==> src/design/ppts_pkg.sv <==
// package for the per-port ptp timestamp register bank
package ppts_pkg;
	localparam int ADDR_W = 16;
	localparam int DATA_W = 16;
	localparam int CORR_W = 32;

	localparam logic [15:0] OFF_RX_LAT      = 16'h0C00;
	localparam logic [15:0] OFF_TX_LAT      = 16'h0C02;
	localparam logic [15:0] OFF_ASYM        = 16'h0C04;
	localparam logic [15:0] OFF_REQ_HIGH    = 16'h0C08;
	localparam logic [15:0] OFF_REQ_LOW     = 16'h0C0A;
	localparam logic [15:0] OFF_SYNC_HIGH   = 16'h0C0C;
	localparam logic [15:0] OFF_SYNC_LOW    = 16'h0C0E;
	localparam logic [15:0] OFF_RESP_HIGH   = 16'h0C10;
	localparam logic [15:0] OFF_RESP_LOW    = 16'h0C12;
	localparam logic [15:0] OFF_STATUS      = 16'h0C14;
	localparam logic [15:0] OFF_ALLOW       = 16'h0C16;

	localparam logic [15:0] RST_RX_LAT = 16'h019F;
	localparam logic [15:0] RST_TX_LAT = 16'h002D;
	localparam logic [15:0] RST_ASYM   = 16'h0000;
	localparam logic [15:0] RST_ZERO   = 16'h0000;

	localparam int ASYM_SIGN_BIT = 15;
	localparam int BIT_SYNC      = 15;
	localparam int BIT_REQ       = 14;
	localparam int BIT_RESP      = 13;

	// message kinds as carried on the timestamping datapath
	typedef enum logic [1:0] {
		PPTS_MSG_SYNC = 2'b00,
		PPTS_MSG_REQ  = 2'b01,
		PPTS_MSG_RESP = 2'b10,
		PPTS_MSG_NONE = 2'b11
	} ppts_msg_e;

	// register bus request
	typedef struct packed {
		logic              read;
		logic              write;
		logic [ADDR_W-1:0] addr;
		logic [DATA_W-1:0] wdata;
	} ppts_bus_req_s;

	// egress capture strobe
	typedef struct packed {
		logic        valid;
		ppts_msg_e   kind;
		logic [31:0] stamp;
	} ppts_capture_s;

	// correction field request from the datapath
	typedef struct packed {
		logic              valid;
		logic              egress;
		ppts_msg_e         kind;
		logic [CORR_W-1:0] field;
	} ppts_corr_req_s;

	typedef struct packed {
		logic [15:0]       rxLatency;
		logic [15:0]       txLatency;
		logic [15:0]       asymmetry;
		logic [31:0]       requestStamp;
		logic [31:0]       syncStamp;
		logic [31:0]       responseStamp;
		logic [2:0]        readyFlags;
		logic [2:0]        irqAllow;
		logic [15:0]       readData;
		logic              readValid;
		logic [CORR_W-1:0] corrOut;
		logic              corrValid;
	} ppts_state_s;
endpackage

==> src/design/ppts_port_ptp_regs.sv <==
// per-port ptp latency, asymmetry and egress timestamp register bank
// Notes on behaviour
// - rx latency, 16 bits rw, resets 415, offered to receive stamping as wire delay
// - tx latency, 16 bits rw, resets 45, offered to transmit stamping as wire delay
// - asymmetry is sign-magnitude: bit 15 negative, bits 14:0 magnitude, reset zero
// - ingress sync and response messages add signed asymmetry to correction field
// - egress request messages subtract signed asymmetry from correction field
// - request egress stamp captured, read as high and low read-only words, reset zero
// - sync egress stamp captured separately, high and low read-only words, reset zero
// - response egress stamp captured separately, high and low read-only words, reset zero
// - status bit 15 sets on sync stamp, write one clears, resets zero
// - status bit 14 sets on request stamp, write one clears
// - status bit 13 sets on response stamp, write one clears
// - the three status bits are ored into the port ptp interrupt status
// - allow bits 15..13 gate each interrupt; their or is port ptp interrupt enable
`timescale 1ns/10ps
`default_nettype none
module ppts_port_ptp_regs #(
	parameter int CORR_WIDTH = ppts_pkg::CORR_W
) (
	input  wire logic                   sys_clk,
	input  wire logic                   reset_n,
	input  wire ppts_pkg::ppts_bus_req_s busReq,
	output logic [15:0]                 busReadData,
	output logic                        busReadValid,
	input  wire ppts_pkg::ppts_capture_s capture,
	input  wire ppts_pkg::ppts_corr_req_s corrReq,
	output logic [CORR_WIDTH-1:0]       corrField,
	output logic                        corrValid,
	output logic [15:0]                 rxPathLatencyNs,
	output logic [15:0]                 txPathLatencyNs,
	output logic                        ptpIrqStatus,
	output logic                        ptpIrqEnable,
	output logic                        ptpIrq
);
	ppts_pkg::ppts_state_s state;
	ppts_pkg::ppts_state_s next_state;

	// signed asymmetry, sign-magnitude converted to two's complement at field width
	function automatic logic [CORR_WIDTH-1:0] asymSigned(input logic [15:0] asym);
		logic [CORR_WIDTH-1:0] mag;
		mag = CORR_WIDTH'(asym[ppts_pkg::ASYM_SIGN_BIT-1:0]);
		asymSigned = asym[ppts_pkg::ASYM_SIGN_BIT] ? (~mag + CORR_WIDTH'(1)) : mag;
	endfunction

	// status word position of each flag, flag index 0 sync, 1 request, 2 response
	function automatic logic [15:0] flagsToWord(input logic [2:0] f);
		flagsToWord = '0;
		flagsToWord[ppts_pkg::BIT_SYNC] = f[0];
		flagsToWord[ppts_pkg::BIT_REQ]  = f[1];
		flagsToWord[ppts_pkg::BIT_RESP] = f[2];
	endfunction

	function automatic logic [2:0] wordToFlags(input logic [15:0] w);
		wordToFlags = {w[ppts_pkg::BIT_RESP], w[ppts_pkg::BIT_REQ], w[ppts_pkg::BIT_SYNC]};
	endfunction

	logic [2:0] setFlags;
	logic [2:0] clearFlags;
	logic       wrHit;

	always_comb begin
		next_state = state;
		next_state.readValid = 1'b0;
		next_state.corrValid = 1'b0;
		setFlags = '0;
		wrHit = busReq.write;
		clearFlags = '0;

		// register writes
		if (wrHit) begin
			unique case (busReq.addr)
				ppts_pkg::OFF_RX_LAT: begin
					next_state.rxLatency = busReq.wdata;
				end
				ppts_pkg::OFF_TX_LAT: begin
					next_state.txLatency = busReq.wdata;
				end
				ppts_pkg::OFF_ASYM: begin
					next_state.asymmetry = busReq.wdata;
				end
				ppts_pkg::OFF_STATUS: begin
					clearFlags = wordToFlags(busReq.wdata);
				end
				ppts_pkg::OFF_ALLOW: begin
					next_state.irqAllow = wordToFlags(busReq.wdata);
				end
				default: begin
				end
			endcase
		end

		// capture loads both words in the same cycle as the flag sets
		if (capture.valid) begin
			unique case (capture.kind)
				ppts_pkg::PPTS_MSG_SYNC: begin
					next_state.syncStamp = capture.stamp;
					setFlags[0] = 1'b1;
				end
				ppts_pkg::PPTS_MSG_REQ: begin
					next_state.requestStamp = capture.stamp;
					setFlags[1] = 1'b1;
				end
				ppts_pkg::PPTS_MSG_RESP: begin
					next_state.responseStamp = capture.stamp;
					setFlags[2] = 1'b1;
				end
				default: begin
				end
			endcase
		end

		// set wins over a simultaneous write-one clear so no stamp event is lost
		next_state.readyFlags = (state.readyFlags & ~clearFlags) | setFlags;

		// register reads, answered one cycle later; unmapped offsets read zero
		if (busReq.read) begin
			next_state.readValid = 1'b1;
			unique case (busReq.addr)
				ppts_pkg::OFF_RX_LAT:    next_state.readData = state.rxLatency;
				ppts_pkg::OFF_TX_LAT:    next_state.readData = state.txLatency;
				ppts_pkg::OFF_ASYM:      next_state.readData = state.asymmetry;
				ppts_pkg::OFF_REQ_HIGH:  next_state.readData = state.requestStamp[31:16];
				ppts_pkg::OFF_REQ_LOW:   next_state.readData = state.requestStamp[15:0];
				ppts_pkg::OFF_SYNC_HIGH: next_state.readData = state.syncStamp[31:16];
				ppts_pkg::OFF_SYNC_LOW:  next_state.readData = state.syncStamp[15:0];
				ppts_pkg::OFF_RESP_HIGH: next_state.readData = state.responseStamp[31:16];
				ppts_pkg::OFF_RESP_LOW:  next_state.readData = state.responseStamp[15:0];
				ppts_pkg::OFF_STATUS:    next_state.readData = flagsToWord(state.readyFlags);
				ppts_pkg::OFF_ALLOW:     next_state.readData = flagsToWord(state.irqAllow);
				default:                 next_state.readData = ppts_pkg::RST_ZERO;
			endcase
		end

		// correction field update uses the asymmetry in force at request time
		if (corrReq.valid) begin
			next_state.corrValid = 1'b1;
			next_state.corrOut = corrReq.field;
			if (!corrReq.egress && (corrReq.kind == ppts_pkg::PPTS_MSG_SYNC
					|| corrReq.kind == ppts_pkg::PPTS_MSG_RESP)) begin
				next_state.corrOut = corrReq.field + asymSigned(state.asymmetry);
			end else if (corrReq.egress && corrReq.kind == ppts_pkg::PPTS_MSG_REQ) begin
				next_state.corrOut = corrReq.field - asymSigned(state.asymmetry);
			end
		end
	end

	always_ff @(posedge sys_clk or negedge reset_n) begin
		if (!reset_n) begin
			state.rxLatency     <= ppts_pkg::RST_RX_LAT;
			state.txLatency     <= ppts_pkg::RST_TX_LAT;
			state.asymmetry     <= ppts_pkg::RST_ASYM;
			state.requestStamp  <= '0;
			state.syncStamp     <= '0;
			state.responseStamp <= '0;
			state.readyFlags    <= '0;
			state.irqAllow      <= '0;
			state.readData      <= ppts_pkg::RST_ZERO;
			state.readValid     <= 1'b0;
			state.corrOut       <= '0;
			state.corrValid     <= 1'b0;
		end else begin
			state <= next_state;
		end
	end

	assign busReadData     = state.readData;
	assign busReadValid    = state.readValid;
	assign corrField       = state.corrOut;
	assign corrValid       = state.corrValid;
	assign rxPathLatencyNs = state.rxLatency;
	assign txPathLatencyNs = state.txLatency;
	assign ptpIrqStatus    = |state.readyFlags;
	assign ptpIrqEnable    = |state.irqAllow;
	// each flag passes only when its own allow bit is set
	assign ptpIrq          = |(state.readyFlags & state.irqAllow);
endmodule
`default_nettype wire

==> config.mk <==
export PLATFORM = sky130hd
export DESIGN_NAME = ppts_port_ptp_regs
export DESIGN_NICKNAME = d
export VERILOG_FILES = /design/src/design/ppts_pkg.sv /design/src/design/ppts_port_ptp_regs.sv
export SDC_FILE = /design/constraint.sdc
export NUM_CORES = 1
export LEC_CHECK = 0
export BUFFER_PORTS_ARGS = -buffer_cell sky130_fd_sc_hd__clkbuf_2
export CAP_MARGIN = 15
export CORE_MARGIN = 2
export CORE_UTILIZATION = 45
export DETAILED_ROUTE_END_ITERATION = 8
export HOLD_SLACK_MARGIN = 0.15
export MAX_ROUTING_LAYER = met4
export PLACE_DENSITY = 0.65
export SKIP_LAST_GASP = 1
export SLEW_MARGIN = 20
export SYNTH_ARGS = -nofsm -noshare
export SYNTH_HDL_FRONTEND = slang
export SYNTH_SLANG_ARGS = --single-unit
==> constraint.sdc <==
create_clock -name sys_clk -period 5.4 [get_ports sys_clk]
set_clock_uncertainty 0.1 [all_clocks]
set_input_delay 0.54 -clock sys_clk [delete_from_list [all_inputs] [get_ports sys_clk]]
set_output_delay 0.54 -clock sys_clk [all_outputs]
set_load 0.02 [all_outputs]
==> reports/metrics.cfg <==
[outcome]
status = complete, no violations

[sta]
tightest_slew_ns = 1.11
finalCritPeriodShare = 0.923
rsz0062_at_grt = no
max-slew-margin-rel = 0.258
hold_viol = 0
max_freq_mhz = 201
finalCriticalPeriod_ns = 4.98
setup_viol = 0
tns_ns = 0
finalMaxSlewViolations = 0

[clock_tree]
clk_path_buf_depth = 2
clockRootBuffer = clkbuf_16
clk_pin_slew_ns = 0.09
htree_levels = 4
cts_tree = built
cts_num_sinks = 200
post_cts_buffers = 0
cts_made_buffers = 17
worstSkewPairLatency_ns = 0.45

[place]
dp_cells = 1835
place.gp.congestion = 0.893
port_buffers = 191
dp_hpwl_um = 28700

[synth]
synth.avg_cell_area_um2 = 9.69
synth_top_area_frac = 0.351
yosysTopAreaCell = dfrtp_1
synth_area_um2 = 13500
yosysWarningCount = 0
synth-edff-count = 0
synth_area_leaders = dfrtp_1 (35%), mux2_2 (12%), ha_1 (6.2%)
ys_ff_latch = 200
muxShareOfSynthArea = 0.151
synth-simple-area-share = 0.109
async_flop_share = 1.00
synth_most_common_cell = dfrtp_1
ys_top_cells_by_count = dfrtp_1 (189), mux2_2 (147), a21oi_1 (100)
yosys.area_share.adder = 0.0651
synth_compound_area_frac = 0.198
synthFlopType = dfrtp_1
synthXorXnorAreaFrac = 0.0149
syn_inst = 1392
synth_fp_nets = 1568
synth_top_family_by_area = compound AO/OA/AOI/OAI gates
yosysSeqAreaShare = 0.372
synth_cell_types = 95

[layout]
nets = 1641
num_antenna_cells = 0
drive_gt1_frac = 0.294
syn2layout_area_growth_pct = 9.79
regArea_um2 = 5020
fillers = 2804
multi_input_area_um2 = 7270
layout.cells.non_filler = 1868

[route]
antenna_left = 0
first_pass_iters = 5
wl_um = 39300
drt-initial-drc-count = 1097
vias = 11200
remaining_drc_errors = 0
via_per_inst = 5.98
post_drt_wl_per_cell_um = 21.0

[global_route]
grt_overflow = 0
grt_pass1_wl_um = 61700
grt_max_degree = 114
grt_pass1_vias = 11100
antenna_found_initial = 0
grtUsageTotal = 0.258

[setup_path]
slowest_delay_ns = 0.46
slowest_stage = dfrtp_1
crit_chain = nor4_2, nand3_1, or2_2, or4_1, inv_1, ha_1, nand2_1, o21ai_0, ha_1, nor2b_1, a211oi_1, o21ai_0, a21oi_1, a21bo_2, a221o_1, a21boi_0, o21bai_1, o32a_1
cp-start-kind = register
end_kind = register
cp.arrival_ns = 5.21
crit_fanout = 8
path_class = register to register
required_ns = 5.62
cp_top_family = compound AO/OA/AOI/OAI gates
r2r_cells = 18
reg2reg_from = state[158]
timing.rr.end = corrField[31]
crit_buf_inv = 1
reg2reg_slack_ns = 0.42

[floorplanning]
chipWidth_um = 177
boundaryPins = 192
die-area_um2 = 31400
core-area_um2 = 29600
die_h_um = 177
rows = 63
start_util = 0.456

[job]
maxCapViolCount = 0

[pwr]
total_leakage_power_uw = 0.00681
power_uw = 3780
power_density_nw_per_um2 = 255
ir_drop_mv = 0.230

[hold_path]
whs_path_depth = 2
holdPathEnd = state[65]
hold_path.class = input port to register
min_from = capture[9]

[flip-flops by register name, summed over array words and instances, names as in the netlist]
register	cells
busReadData	16
corrField	32
txPathLatencyNs	16
corrValid	1
rxPathLatencyNs	16
state	118
busReadValid	1
[placed cells by master, fill, tap and decap left out, types with 4 or more instances in the layout]
cell type  netlist  final
o31ai_1         11     11
dfrtp_1        189    189
clkbuf_2         0    190
xnor2_1         18     18
a22oi_1         10     10
a221o_1          6      6
nor3_1          17     17
o22ai_1         45     45
nand4_1          7      7
mux2_2         147    147
a31oi_1         16     16
or2_2            6      6
nor2b_1         13     13
nand3_1         16     16
o21bai_1        10     10
or4_1            5      5
ha_1            67     67
a211oi_1        15     15
a21o_1          16     16
mux2i_1         35     35
o211ai_1        17     17
and3_1           7      7
a221oi_1         6      6
buf_4           80     17
dfstp_2         11     11
xor2_1           5      5
nand2b_1        10     10
a211o_1          6      6
or3_1            4      4
nand2_1         84     84
o21ai_0         60     60
inv_8            0      4
nand3b_1         5      5
and2_1           5      5
inv_1           81     81
nor2_1          86     84
clkbuf_16        0     17
a21oi_1        100    100
a222oi_1        17     17
[routing by layer]
metal | part of all wire | GRT usage
met1 | 0.45 | 0.344
met2 | 0.48 | 0.417
met3 | 0.057 | 0.0326
met4 | 0.018 | 0.0665
met5 | 0 | -
[worst max-delay path by stage]
| stage | cells after the start | end | slack, ns | start |
|---|---|---|---|---|
| floorplan | 19 | corrField[27] | 0.84 | state[155] |
| global placement | 18 | corrField[27] | 0.47 | state[158] |
| detailed placement | 18 | corrField[27] | 0.43 | state[158] |
| CTS | 18 | corrField[31] | 0.40 | state[158] |
| global route | 18 | corrField[29] | 0.05 | state[158] |
| finish | 18 | corrField[31] | 0.42 | state[158] |
[per-stage QoR]
step                      utilization  hold WS [ns]  area (µm²)  setup WS, ns
after floorplan                     -         0.144       13500         0.840
after global placement          0.480         0.380       14200         0.471
after detailed placement        0.480         0.382       14200         0.425
after CTS                       0.501         0.241       14800         0.398
after global routing            0.501         0.260       14800        0.0487
final                           0.501         0.246       14800         0.417
[cell type report]
| cell class | instances | share of cell area |
|---|---|---|
| Sequential cell | 200 | 0.339 |
| Tap cell | 390 | 0.0329 |
| Inverter | 82 | 0.0208 |
| Multi-Input combinational cell | 955 | 0.491 |
| Timing Repair Buffer | 209 | 0.0744 |
| Clock inverter | 14 | 0.0129 |
| Clock buffer | 18 | 0.0290 |
[cells by family (layout without fill, tap and decap cells)]
group | count (synthesis) | in the layout
compound gates | 388 | 388
simple gates | 290 | 290
fa+ha+maj | 69 | 69
flops | 200 | 200
mux | 185 | 185
xor+xnor | 23 | 23
buf+inv | 237 | 323
[power breakdown]
| part | total (µW) | internal [µW] | switching [µW] |
|---|---|---|---|
| clock | 1370 | 679 | 690 |
| combinational | 656 | 284 | 372 |
| sequential | 1760 | 1660 | 93.1 |
| total | 3780 | 2630 | 1160 |
[what timing repair did]
action                                 in CTS  in global routing
hold buffers                                1                  0
endpoints found under the hold margin       8                  0
gates resized for setup                     0                  0
No activity file was read; power rests on OpenSTA's default activity.
